File: config.mk
export PLATFORM = sky130hd
export DESIGN_NAME = etic_top
export DESIGN_NICKNAME = d
export VERILOG_FILES = /design/src/shared/etic_pkg.sv /design/src/hdl/etic_skid.sv /design/src/hdl/etic_top.sv
export SDC_FILE = /design/constraint.sdc
export NUM_CORES = 1
export LEC_CHECK = 0
export BUFFER_PORTS_ARGS = -buffer_cell sky130_fd_sc_hd__buf_2
export CORE_MARGIN = 3
export CORE_UTILIZATION = 55
export DETAILED_ROUTE_END_ITERATION = 8
export PLACE_DENSITY = 0.75
export SYNTH_ARGS = -nofsm -noshare
export SYNTH_HDL_FRONTEND = slang
export SYNTH_SLANG_ARGS = --single-unit
File: constraint.sdc
create_clock -name core_clk_i -period 16.7 [get_ports core_clk_i]
set_clock_uncertainty 0.2 [all_clocks]
set_input_delay 5.01 -clock core_clk_i [delete_from_list [all_inputs] [get_ports core_clk_i]]
set_output_delay 5.01 -clock core_clk_i [all_outputs]
set_load 0.005 [all_outputs]
File: src/shared/etic_pkg.sv
package etic_pkg;

  // ****************************************************************
  // Geometry of the block
  // ****************************************************************
  localparam int CHANNELS = 4;
  localparam int ENTRIES = 15;
  localparam logic [3:0] REC_COUNT_MAX = 4'hf;
  localparam int AXI_ADDR_W = 10;

  // ****************************************************************
  // Clock rate and filter delays
  // ****************************************************************
  localparam int CLK_KHZ = 25000;
  localparam int CYCLES_PER_US = CLK_KHZ / 1000;
  localparam logic [4:0] PRESCALE_LAST = 5'(CYCLES_PER_US - 1);
  localparam int DELAY_US_1 = 300;
  localparam int DELAY_US_2 = 3000;
  localparam int DELAY_US_3 = 10000;
  localparam int DELAY_US_4 = 20000;
  localparam int DELAY_US_5 = 40000;
  localparam int DELAY_CYC_1 = DELAY_US_1 * CYCLES_PER_US;
  localparam int DELAY_CYC_2 = DELAY_US_2 * CYCLES_PER_US;
  localparam int DELAY_CYC_3 = DELAY_US_3 * CYCLES_PER_US;
  localparam int DELAY_CYC_4 = DELAY_US_4 * CYCLES_PER_US;
  localparam int DELAY_CYC_5 = DELAY_US_5 * CYCLES_PER_US;
  localparam int DELAY_CNT_W = 20;
  localparam logic [2:0] DELAY_CODE_RESET = 3'h2;
  localparam logic [2:0] DELAY_CODE_MAX = 3'h5;

  // ****************************************************************
  // Register indices, byte address is four times the index
  // ****************************************************************
  localparam logic [7:0] IDX_ERROR_FLAGS = 8'h00;
  localparam logic [7:0] IDX_MODULE_KIND = 8'h01;
  localparam logic [7:0] IDX_SPARE_ERROR = 8'h02;
  localparam logic [7:0] IDX_FULL_ERROR = 8'h03;
  localparam logic [7:0] IDX_CHANNEL_KIND = 8'h04;
  localparam logic [7:0] IDX_DIAG_BITS = 8'h05;
  localparam logic [7:0] IDX_CHANNEL_COUNT = 8'h06;
  localparam logic [7:0] IDX_CHANNEL_ERROR = 8'h07;
  localparam logic [7:0] IDX_STAMP = 8'h2b;
  localparam logic [7:0] IDX_STAMP_LAST = 8'h2e;
  localparam logic [7:0] IDX_INPUT_BASE = 8'h40;
  localparam logic [7:0] IDX_INPUT_END = 8'h7c;
  localparam logic [7:0] IDX_DELAY_BASE = 8'h80;
  localparam logic [7:0] IDX_DELAY_END = 8'h84;
  localparam logic [7:0] IDX_RISE_EN = 8'h84;
  localparam logic [7:0] IDX_FALL_EN = 8'h85;
  localparam logic [7:0] IDX_CONTROL = 8'h86;
  localparam logic [7:0] IDX_STATUS = 8'h87;

  // ****************************************************************
  // Field positions and fixed values
  // ****************************************************************
  localparam int ERR_MODULE_BIT = 0;
  localparam int ERR_INTERNAL_BIT = 1;
  localparam int ERR_ANY_BIT = 4;
  localparam int ERR_PARAM_BIT = 7;
  localparam int FULL_ERROR_BIT = 3;
  localparam int CONTROL_FREEZE_BIT = 0;
  localparam logic [7:0] DIAG_BITS_PER_CHANNEL = 8'h00;
  localparam logic [7:0] CHANNEL_COUNT_VALUE = 8'h08;
  // Identity values are arbitrary.
  localparam logic [7:0] MODULE_KIND_VALUE = 8'h5a;
  localparam logic [7:0] CHANNEL_KIND_VALUE = 8'h21;
  localparam logic [1:0] RESP_OKAY = 2'h0;
  localparam logic [1:0] RESP_SLVERR = 2'h2;

  typedef struct packed {
    logic [3:0] snap;
    logic [6:0] seq;
    logic [15:0] stamp;
  } etic_entry_type;

endpackage

File: src/hdl/etic_skid.sv
`timescale 1ns/1ps
`default_nettype none
module etic_skid
  import etic_pkg::*;
#(
  parameter int WIDTH = $bits(etic_entry_type)
)
(
  // Clock and reset
  input wire logic core_clk_i,
  input wire logic rst_i,
  // Filling side
  input wire logic in_valid_i,
  input wire logic [WIDTH-1:0] in_data_i,
  output logic in_ready_o,
  // Draining side
  output logic out_valid_o,
  output logic [WIDTH-1:0] out_data_o,
  input wire logic out_ready_i,
  // Level
  output logic full_o
);

  logic [1:0] count;
  logic [WIDTH-1:0] tail;
  wire push = in_valid_i & in_ready_o;
  wire pop = out_valid_o & out_ready_i;

  assign in_ready_o = (count != 2'h2);
  assign out_valid_o = (count != 2'h0);
  assign full_o = (count == 2'h2);

  always_ff @(posedge core_clk_i)
  begin
    if (rst_i)
      count <= 2'h0;
    else if (push && !pop)
      count <= count + 2'h1;
    else if (pop && !push)
      count <= count - 2'h1;
  end

  // The head always holds the oldest word, so the output is a flop.
  always_ff @(posedge core_clk_i)
  begin
    if (rst_i)
    begin
      out_data_o <= '0;
      tail <= '0;
    end
    else
    begin
      if (pop)
        out_data_o <= (count == 2'h2) ? tail : in_data_i;
      else if (push && count == 2'h0)
        out_data_o <= in_data_i;
      if (push && count == 2'h1 && !pop)
        tail <= in_data_i;
    end
  end

endmodule
`default_nettype wire

File: src/hdl/etic_top.sv
`timescale 1ns/1ps
`default_nettype none
module etic_top
  import etic_pkg::*;
#(
  parameter int P_DELAY_CYC_1 = DELAY_CYC_1,
  parameter int P_DELAY_CYC_2 = DELAY_CYC_2,
  parameter int P_DELAY_CYC_3 = DELAY_CYC_3,
  parameter int P_DELAY_CYC_4 = DELAY_CYC_4,
  parameter int P_DELAY_CYC_5 = DELAY_CYC_5
)
(
  // Clock and reset
  input wire logic core_clk_i,
  input wire logic rst_i,
  // Sensor lines from the pins
  input wire logic [CHANNELS-1:0] sensor_line_i,
  // AXI4-Lite write address
  input wire logic s_axi_awvalid_i,
  output logic s_axi_awready_o,
  input wire logic [AXI_ADDR_W-1:0] s_axi_awaddr_i,
  // AXI4-Lite write data
  input wire logic s_axi_wvalid_i,
  output logic s_axi_wready_o,
  input wire logic [31:0] s_axi_wdata_i,
  input wire logic [3:0] s_axi_wstrb_i,
  // AXI4-Lite write response
  output logic s_axi_bvalid_o,
  input wire logic s_axi_bready_i,
  output logic [1:0] s_axi_bresp_o,
  // AXI4-Lite read address
  input wire logic s_axi_arvalid_i,
  output logic s_axi_arready_o,
  input wire logic [AXI_ADDR_W-1:0] s_axi_araddr_i,
  // AXI4-Lite read data
  output logic s_axi_rvalid_o,
  input wire logic s_axi_rready_i,
  output logic [31:0] s_axi_rdata_o,
  output logic [1:0] s_axi_rresp_o,
  // Filtered levels
  output logic [CHANNELS-1:0] filtered_line_o
);

  // ****************************************************************
  // Configuration state
  // ****************************************************************
  logic [2:0] delay_code [CHANNELS];
  logic [CHANNELS-1:0] rise_en;
  logic [CHANNELS-1:0] fall_en;
  logic freeze;

  function automatic logic [DELAY_CNT_W-1:0] delay_limit(input logic [2:0] code);
    logic [DELAY_CNT_W-1:0] lim;
    case (code)
      3'h0: lim = '0;
      3'h1: lim = DELAY_CNT_W'(P_DELAY_CYC_1);
      3'h3: lim = DELAY_CNT_W'(P_DELAY_CYC_3);
      3'h4: lim = DELAY_CNT_W'(P_DELAY_CYC_4);
      3'h5: lim = DELAY_CNT_W'(P_DELAY_CYC_5);
      default: lim = DELAY_CNT_W'(P_DELAY_CYC_2);
    endcase
    return lim;
  endfunction

  function automatic logic [1:0] lowest_pending(input logic [CHANNELS-1:0] req);
    logic [1:0] idx;
    idx = 2'h0;
    for (int i = CHANNELS - 1; i >= 0; i--)
    begin
      if (req[i])
        idx = 2'(i);
    end
    return idx;
  endfunction

  function automatic logic [7:0] entry_byte(input etic_entry_type e, input logic [1:0] lane);
    logic [7:0] b;
    case (lane)
      2'h0: b = {4'h0, e.snap};
      2'h1: b = {1'b0, e.seq};
      2'h2: b = e.stamp[7:0];
      default: b = e.stamp[15:8];
    endcase
    return b;
  endfunction

  // ****************************************************************
  // Microsecond timer
  // ****************************************************************
  logic [4:0] prescale;
  logic [31:0] us_count;

  always_ff @(posedge core_clk_i)
  begin
    if (rst_i)
    begin
      prescale <= 5'h00;
      us_count <= 32'h0000_0000;
    end
    else if (prescale == PRESCALE_LAST)
    begin
      prescale <= 5'h00;
      us_count <= us_count + 32'h0000_0001;
    end
    else
      prescale <= prescale + 5'h01;
  end

  // ****************************************************************
  // Input synchronisers and delay filters
  // ****************************************************************
  logic [CHANNELS-1:0] sync_a;
  logic [CHANNELS-1:0] sync_b;
  logic [CHANNELS-1:0] filt_d;
  wire [CHANNELS-1:0] filt;

  always_ff @(posedge core_clk_i)
  begin
    if (rst_i)
    begin
      sync_a <= '0;
      sync_b <= '0;
      filt_d <= '0;
    end
    else
    begin
      sync_a <= sensor_line_i;
      sync_b <= sync_a;
      filt_d <= filt;
    end
  end

  genvar ch;
  generate
    for (ch = 0; ch < CHANNELS; ch++)
    begin : g_filter
      logic [DELAY_CNT_W-1:0] cnt;
      logic level;
      wire [DELAY_CNT_W-1:0] limit = delay_limit(delay_code[ch]);
      wire differs = (sync_b[ch] != level);
      assign filt[ch] = level;
      always_ff @(posedge core_clk_i)
      begin
        if (rst_i)
        begin
          cnt <= '0;
          level <= 1'b0;
        end
        else if (!differs)
          cnt <= '0;
        else if ({1'b0, cnt} + 21'h1 >= {1'b0, limit})
        begin
          cnt <= '0;
          level <= sync_b[ch];
        end
        else
          cnt <= cnt + 20'h1;
      end
    end
  endgenerate

  assign filtered_line_o = filt;

  // ****************************************************************
  // Edge detection and per-channel pending entries
  // ****************************************************************
  // edges of filtered level
  wire [CHANNELS-1:0] rise = filt & ~filt_d;
  wire [CHANNELS-1:0] fall = ~filt & filt_d;
  wire [CHANNELS-1:0] edge_hit = (rise & rise_en) | (fall & fall_en);

  logic [CHANNELS-1:0] pend;
  logic [3:0] pend_snap [CHANNELS];
  logic [15:0] pend_stamp [CHANNELS];
  logic [6:0] seq_count;
  logic buf_in_ready;
  etic_entry_type push_entry;

  wire [1:0] grant_idx = lowest_pending(pend);
  wire push = (|pend) & buf_in_ready;

  assign push_entry = '{snap: pend_snap[grant_idx], seq: seq_count,
                        stamp: pend_stamp[grant_idx]};

  // A new edge in the cycle its channel is granted re-arms the slot.
  always_ff @(posedge core_clk_i)
  begin
    if (rst_i)
    begin
      pend <= '0;
      for (int i = 0; i < CHANNELS; i++)
      begin
        pend_snap[i] <= 4'h0;
        pend_stamp[i] <= 16'h0000;
      end
    end
    else
    begin
      for (int i = 0; i < CHANNELS; i++)
      begin
        if (edge_hit[i])
        begin
          pend[i] <= 1'b1;
          pend_snap[i] <= filt;
          pend_stamp[i] <= us_count[15:0];
        end
        else if (push && grant_idx == 2'(i))
          pend[i] <= 1'b0;
      end
    end
  end

  always_ff @(posedge core_clk_i)
  begin
    if (rst_i)
      seq_count <= 7'h00;
    else if (push)
      seq_count <= seq_count + 7'h01;
  end

  // ****************************************************************
  // Two-entry buffer and the stamp record
  // ****************************************************************
  logic buf_out_valid;
  logic buf_full;
  logic buf_full_d;
  etic_entry_type buf_out;
  etic_entry_type rec [ENTRIES];
  logic [3:0] rec_count;
  logic [31:0] diag_stamp;
  wire drain = buf_out_valid & ~freeze;

  etic_skid u_skid (
    .core_clk_i(core_clk_i),
    .rst_i(rst_i),
    .in_valid_i(|pend),
    .in_data_i(push_entry),
    .in_ready_o(buf_in_ready),
    .out_valid_o(buf_out_valid),
    .out_data_o(buf_out),
    .out_ready_i(~freeze),
    .full_o(buf_full)
  );

  always_ff @(posedge core_clk_i)
  begin
    if (rst_i)
    begin
      rec_count <= 4'h0;
      for (int i = 0; i < ENTRIES; i++)
        rec[i] <= '0;
    end
    else if (drain)
    begin
      rec[0] <= buf_out;
      for (int i = 1; i < ENTRIES; i++)
        rec[i] <= rec[i-1];
      if (rec_count != REC_COUNT_MAX)
        rec_count <= rec_count + 4'h1;
    end
  end

  always_ff @(posedge core_clk_i)
  begin
    if (rst_i)
    begin
      buf_full_d <= 1'b0;
      diag_stamp <= 32'h0000_0000;
    end
    else
    begin
      buf_full_d <= buf_full;
      if (buf_full && !buf_full_d)
        diag_stamp <= us_count;
    end
  end

  // ****************************************************************
  // Diagnostic bytes
  // ****************************************************************
  wire param_err = (delay_code[0] > DELAY_CODE_MAX) | (delay_code[1] > DELAY_CODE_MAX) |
                   (delay_code[2] > DELAY_CODE_MAX) | (delay_code[3] > DELAY_CODE_MAX);
  logic [7:0] error_flags;
  logic [7:0] full_error;

  always_comb
  begin
    error_flags = 8'h00;
    error_flags[ERR_MODULE_BIT] = buf_full | param_err;
    error_flags[ERR_INTERNAL_BIT] = buf_full;
    error_flags[ERR_ANY_BIT] = buf_full | param_err;
    error_flags[ERR_PARAM_BIT] = param_err;
    full_error = 8'h00;
    full_error[FULL_ERROR_BIT] = buf_full;
  end

  // ****************************************************************
  // Read decode
  // ****************************************************************
  wire [7:0] rd_idx = s_axi_araddr_i[AXI_ADDR_W-1:2];
  wire [7:0] in_k = rd_idx - IDX_INPUT_BASE;
  wire [5:0] rd_entry = in_k[7:2];
  wire [1:0] stamp_lane = 2'(rd_idx - IDX_STAMP);
  logic [7:0] rd_byte;
  logic rd_ok;

  always_comb
  begin
    rd_byte = 8'h00;
    rd_ok = 1'b1;
    if (rd_idx >= IDX_INPUT_BASE && rd_idx < IDX_INPUT_END)
    begin
      if ({2'h0, rec_count} > rd_entry)
        rd_byte = entry_byte(rec[rd_entry[3:0]], in_k[1:0]);
    end
    else if (rd_idx >= IDX_STAMP && rd_idx <= IDX_STAMP_LAST)
      rd_byte = diag_stamp[{stamp_lane, 3'h0} +: 8];
    else if (rd_idx >= IDX_CHANNEL_ERROR && rd_idx < IDX_STAMP)
      rd_byte = 8'h00;
    else if (rd_idx >= IDX_DELAY_BASE && rd_idx < IDX_DELAY_END)
      rd_byte = {5'h00, delay_code[rd_idx[1:0]]};
    else
    begin
      case (rd_idx)
        IDX_ERROR_FLAGS: rd_byte = error_flags;
        IDX_MODULE_KIND: rd_byte = MODULE_KIND_VALUE;
        IDX_SPARE_ERROR: rd_byte = 8'h00;
        IDX_FULL_ERROR: rd_byte = full_error;
        IDX_CHANNEL_KIND: rd_byte = CHANNEL_KIND_VALUE;
        IDX_DIAG_BITS: rd_byte = DIAG_BITS_PER_CHANNEL;
        IDX_CHANNEL_COUNT: rd_byte = CHANNEL_COUNT_VALUE;
        IDX_RISE_EN: rd_byte = {4'h0, rise_en};
        IDX_FALL_EN: rd_byte = {4'h0, fall_en};
        IDX_CONTROL: rd_byte = {7'h00, freeze};
        IDX_STATUS: rd_byte = {4'h0, rec_count};
        default: rd_ok = 1'b0;
      endcase
    end
  end

  // ****************************************************************
  // AXI4-Lite slave
  // ****************************************************************
  logic aw_held;
  logic w_held;
  logic [AXI_ADDR_W-1:0] aw_addr;
  logic [7:0] w_byte;
  logic w_lane0;
  wire wr_fire = aw_held & w_held & ~s_axi_bvalid_o;
  wire [7:0] wr_idx = aw_addr[AXI_ADDR_W-1:2];
  wire wr_delay = (wr_idx >= IDX_DELAY_BASE) && (wr_idx < IDX_DELAY_END);
  wire wr_ok = wr_delay | (wr_idx == IDX_RISE_EN) | (wr_idx == IDX_FALL_EN) |
               (wr_idx == IDX_CONTROL);
  wire wr_apply = wr_fire & wr_ok & w_lane0;

  assign s_axi_awready_o = ~aw_held & ~s_axi_bvalid_o;
  assign s_axi_wready_o = ~w_held & ~s_axi_bvalid_o;
  assign s_axi_arready_o = ~s_axi_rvalid_o;

  always_ff @(posedge core_clk_i)
  begin
    if (rst_i)
    begin
      aw_held <= 1'b0;
      w_held <= 1'b0;
      aw_addr <= '0;
      w_byte <= 8'h00;
      w_lane0 <= 1'b0;
      s_axi_bvalid_o <= 1'b0;
      s_axi_bresp_o <= RESP_OKAY;
    end
    else
    begin
      if (s_axi_awvalid_i && s_axi_awready_o)
      begin
        aw_held <= 1'b1;
        aw_addr <= s_axi_awaddr_i;
      end
      if (s_axi_wvalid_i && s_axi_wready_o)
      begin
        w_held <= 1'b1;
        w_byte <= s_axi_wdata_i[7:0];
        w_lane0 <= s_axi_wstrb_i[0];
      end
      if (wr_fire)
      begin
        aw_held <= 1'b0;
        w_held <= 1'b0;
        s_axi_bvalid_o <= 1'b1;
        s_axi_bresp_o <= wr_ok ? RESP_OKAY : RESP_SLVERR;
      end
      else if (s_axi_bvalid_o && s_axi_bready_i)
        s_axi_bvalid_o <= 1'b0;
    end
  end

  always_ff @(posedge core_clk_i)
  begin
    if (rst_i)
    begin
      for (int i = 0; i < CHANNELS; i++)
        delay_code[i] <= DELAY_CODE_RESET;
      rise_en <= '0;
      fall_en <= '0;
      freeze <= 1'b0;
    end
    else if (wr_apply)
    begin
      if (wr_delay)
        delay_code[wr_idx[1:0]] <= w_byte[2:0];
      if (wr_idx == IDX_RISE_EN)
        rise_en <= w_byte[CHANNELS-1:0];
      if (wr_idx == IDX_FALL_EN)
        fall_en <= w_byte[CHANNELS-1:0];
      if (wr_idx == IDX_CONTROL)
        freeze <= w_byte[CONTROL_FREEZE_BIT];
    end
  end

  always_ff @(posedge core_clk_i)
  begin
    if (rst_i)
    begin
      s_axi_rvalid_o <= 1'b0;
      s_axi_rdata_o <= 32'h0000_0000;
      s_axi_rresp_o <= RESP_OKAY;
    end
    else if (s_axi_arvalid_i && s_axi_arready_o)
    begin
      s_axi_rvalid_o <= 1'b1;
      s_axi_rdata_o <= {24'h00_0000, rd_byte};
      s_axi_rresp_o <= rd_ok ? RESP_OKAY : RESP_SLVERR;
    end
    else if (s_axi_rvalid_o && s_axi_rready_i)
      s_axi_rvalid_o <= 1'b0;
  end

endmodule
`default_nettype wire

==> results.md <==
- The run finished with clean final reports.
- The number of global-route vias before repair is 23300.
- The share of synthesized area occupied by flip-flops and latches is 0.564.
- The detail route stage leaves a number of antenna-violating nets equal to 0.
- Along the worst path, the maximum fanout reaches between 40 and 50.
- Before antenna repair, the detailed router went through 8 iterations.
- Measured in cells, the most critical reg-to-reg path has a length of 13.
- Compared with the post-synthesis result, the final layout area differs by 9.18%.
- The first-pass GRT wire length is 122000 µm.
- After synthesis, the share of flip-flops with an asynchronous set or reset is 0.
- The initial antenna violation count is 1.
- The required time at the worst-slack endpoint is between 15 and 20 ns.
- The clock reaches the later pin of the worst-skew pair after between 0.6 and 0.7 ns.
- The number of antenna diodes in the final layout is 0.
- The core region is between 0.06 and 0.07 mm².
- In the global route stage, overall resource usage came out at 0.216.
- Counting the fill cells in the layout gives 4999.
- The worst setup path is launched from an input port.
- The number of hold violations in the final report was 0.
- Measured against the total synthesized area, the mux share comes to 0.0840.
- The routed design could run at a clock period as short as ~8.6 ns.
- Among all stages on the critical path, the largest delay is contributed by sky130_fd_sc_hd__buf_4.
- The area of the die is between 0.06 and 0.07 mm².
- Leaving out fill and tap cells, the most frequent cell in the layout is sky130_fd_sc_hd__edfxtp_1.
- The maximum clock frequency is 116 MHz.
- The global-route congestion overflow total is 0.
- The post-layout net count is around 3200.
- TritonCTS built the clock tree.
- Across all layers, the routed design uses around 23000 vias.
- The finished cells cover around 0.039 mm².
- After detailed routing, the number of remaining DRC violations is 0.
- In the final layout, the share of cells above drive strength 1 is 0.105.
- In this run, post-CTS repair resized a total of 0 instances.
- The worst hold path belongs to the class flop to flop.
- In this run the horizontal extent of the chip is 262 µm.
- The post-synthesis compound-gate area fraction was 0.0722.
- The netlist uses 77 different library cells.
- The buffer type at the clock tree root is sky130_fd_sc_hd__clkbuf_16.
- Of the total synthesized cell area, the portion taken by XOR and XNOR cells is 0.0294.
- Counting flops and latches in the post-synthesis netlist gives 770.
- The arithmetic-cell share of the synthesized area counting full adders, half adders and majority gates is 0.0307.
- Entering global routing, the biggest net connects roughly 200 pins.
- Of the post-synthesis cell area, the dominant cell type holds 0.413.
- The count of endpoints failing setup in the final report is 0.
- Measured along the y axis, the die boundary spans approximately 260 µm.
- The signal on the critical path passes through buf_6, buf_4, buf_4, mux4_2, mux2i_1, o22ai_1, nor4_1, o21ai_0, a21o_1.
- The worst setup path is captured at a flop.
- Of the total synthesized cell area, the portion taken by AND, OR, NAND and NOR gates is 0.186.
- The filler-free cell count of the finished design is 3977.
- The transition time at the pin with the least slew margin is ~1.2 ns.
- After detailed routing, the average wire length per cell comes to between 15 and 20 µm.
- Counting stages on the worst path, the most repeated cell is sky130_fd_sc_hd__buf_4.
- Max-cap violations in this run came to 0.
- The commonest register cell after synthesis is sky130_fd_sc_hd__edfxtp_1.
- The floorplan has just over 90 rows.
- The register-to-register setup slack is around 12 ns.
- The count of flip-flops with a built-in enable after synthesis is ~500.
- The number of placed cells counting well taps is 3829.
- By area the synthesized netlist is led by sky130_fd_sc_hd__edfxtp_1 41%, sky130_fd_sc_hd__dfxtp_1 15%, sky130_fd_sc_hd__mux4_2 6.4%.
- The H-tree was split into 3 levels.
- For this design the static power due to leakage is around 15 nW.
- Dividing the final minimum period by the clock period gives 0.517.
- On the worst path, the slowest cell contributes a delay of slightly below 0.8 ns.
- Across all hold checks on the routed design, the worst slack comes to 0.240 ns.
- The detailed router finished its first iteration with ~2200 violations.
- The type of the worst setup path is input port to flop.
- The worst register-to-register path begins at g_filter[3].cnt[4].
- The relative slew slack is 0.203.
- The peak supply drop is between 80 and 90 µV.
- TritonCTS created 79 clock buffers.
- The clock passes through at most 3 buffers.
- The synthesized design spends more area on one cell type than any other, namely sky130_fd_sc_hd__edfxtp_1.
- After detailed routing, the number of vias per cell comes to ~6.
- Buffers added to address setup during post-CTS repair amount to 0.
- Routability-driven placement finished with a final weighted congestion of between 0.8 and 0.9.
- The Yosys step of the flow raised 0 warnings.
- The end of the worst register-to-register path is g_filter[3].cnt[7].
- The initial core utilization is 0.559.
- 112 I/O pins were placed.
- The count of clock tree sinks is slightly below 800.
- Data on the critical path arrives at its endpoint at 8.94 ns.
- After synthesis, the mean cell area works out to 11.7 µm².
- Detailed placement ended at an HPWL of approximately 50000 µm.
- In this run the cell area of the synthesized design comes to 0.0361 mm².
- Once layout is complete, the utilization of the core stands at 0.610.
- By area, the combinational part of the netlist is dominated by simple AND/OR/NAND/NOR gates.
- Wires add up to ~76000 µm.
- The power per cell area is 137 mW/mm².
- The top cell types in the final layout, fill and taps aside, are 497 x sky130_fd_sc_hd__edfxtp_1, 344 x sky130_fd_sc_hd__and2_1, 273 x sky130_fd_sc_hd__dfxtp_1.
- The gate count of the mapped netlist is 3084.
- The placed instances occupy a cell area of between 0.03 and 0.04 mm².
- The critical path starts at s_axi_araddr_i[4].
- The number of max-slew violations in the final report is 0.
- Setup repair after global routing left no endpoint under its margin.
- Port buffering added 50 buffers.
- The total negative setup slack is 0 ns.
- The capture point of the worst path is s_axi_rdata_o[2].
- The count of hold buffers inserted by post-cts repair is 0.
- The clock transition at the registers of the reported paths is approximately 0.06 ns.
worst min-delay path by stage:
stage / startpoint / endpoint / slack (ns) / cells past startpoint
after global placement: sync_a[2] / sync_b[2] / 0.22 / 1
after CTS: sync_a[2] / sync_b[2] / 0.24 / 1
after global routing: sync_a[3] / sync_b[3] / 0.28 / 1
final: sync_a[2] / sync_b[2] / 0.24 / 1
after floorplan: sync_a[0] / sync_b[0] / 0.21 / 1
after detailed placement: sync_a[2] / sync_b[2] / 0.22 / 1
worst max-delay path, delay by kind of cell:
family                 cells  cell delay [ns]
buffers and inverters      3             1.90
AO/OA/AOI/OAI              3             0.66
multiplexers               2             0.78
AND/OR/NAND/NOR            1             0.57
registers in the layout, indices dropped and copies added, names as in the netlist, 5 cells and up:
name,count
rec,405
u_skid.tail,27
seq_count,7
s_axi_rdata_o,8
u_skid.out_data_o,27
delay_code,12
aw_addr,8
diag_stamp,32
pend_snap,16
g_filter.cnt,80
pend_stamp,64
us_count,32
prescale,5
routing by layer:
layer,GRT usage,part of all wire
met1,0.298,0.44
met2,0.350,0.48
met3,0.0346,0.055
met4,0.0770,0.030
met5,0,0.00013
power breakdown:
part	switching (mW)	total, mW	internal (mW)	leakage, nW
combinational	0.413	0.765	0.352	6.04
clock	0.747	1.78	1.03	1.26
sequential	0.238	2.86	2.63	7.50
kinds of logic (layout without fill, tap and decap cells):
logic type	Yosys count	after routing
DFF	770	770
adders and majority gates	89	89
muxes	174	174
other	1	26
buffers and inverters	272	285
AOI/OAI and AO/OA	404	404
xor gates and xnor gates	115	115
and+or+nand+nor	1259	1259
metrics by stage:
stage                     setup slack [ns]  total power [mW]
final                                 8.07              5.41
after global routing                  7.70              5.65
after floorplan                      0.167              3.50
after CTS                             7.97              5.44
after detailed placement              7.35              3.65
after global placement                7.35              3.59
synthesized netlist by cell type, types with 14 or more instances:
cell / n
sky130_fd_sc_hd__edfxtp_1: 497
sky130_fd_sc_hd__a21boi_0: 20
sky130_fd_sc_hd__a21o_1: 19
sky130_fd_sc_hd__xor2_1: 44
sky130_fd_sc_hd__buf_1: 14
sky130_fd_sc_hd__and4_1: 14
sky130_fd_sc_hd__a21oi_1: 133
sky130_fd_sc_hd__inv_1: 59
sky130_fd_sc_hd__nand3_1: 62
sky130_fd_sc_hd__xnor2_1: 67
sky130_fd_sc_hd__o22ai_1: 18
sky130_fd_sc_hd__nand2_1: 235
sky130_fd_sc_hd__nor3_1: 20
sky130_fd_sc_hd__nand4_1: 36
sky130_fd_sc_hd__dfxtp_1: 273
sky130_fd_sc_hd__o21ai_0: 68
sky130_fd_sc_hd__and3_1: 39
sky130_fd_sc_hd__nor2b_1: 206
sky130_fd_sc_hd__mux4_2: 103
sky130_fd_sc_hd__buf_4: 36
sky130_fd_sc_hd__ha_1: 87
sky130_fd_sc_hd__mux2i_1: 68
sky130_fd_sc_hd__clkbuf_1: 141
sky130_fd_sc_hd__a222oi_1: 24
sky130_fd_sc_hd__or3_1: 14
sky130_fd_sc_hd__nor2_1: 240
sky130_fd_sc_hd__a211oi_1: 46
sky130_fd_sc_hd__and2_1: 344
sky130_fd_sc_hd__nand2b_1: 18
final cells by class:
| class | count | area (µm²) | share of cell area |
|---|---|---|---|
| tap | 855 | 1070 | 0.0271 |
| inverter | 64 | 243 | 0.00615 |
| clock buffer | 102 | 2130 | 0.0539 |
| multi-input combinational | 2067 | 14700 | 0.372 |
| timing repair buffer | 73 | 454 | 0.0115 |
| sequential | 770 | 20400 | 0.517 |
| clock inverter | 46 | 507 | 0.0128 |
(Power assumes the default switching activity.)
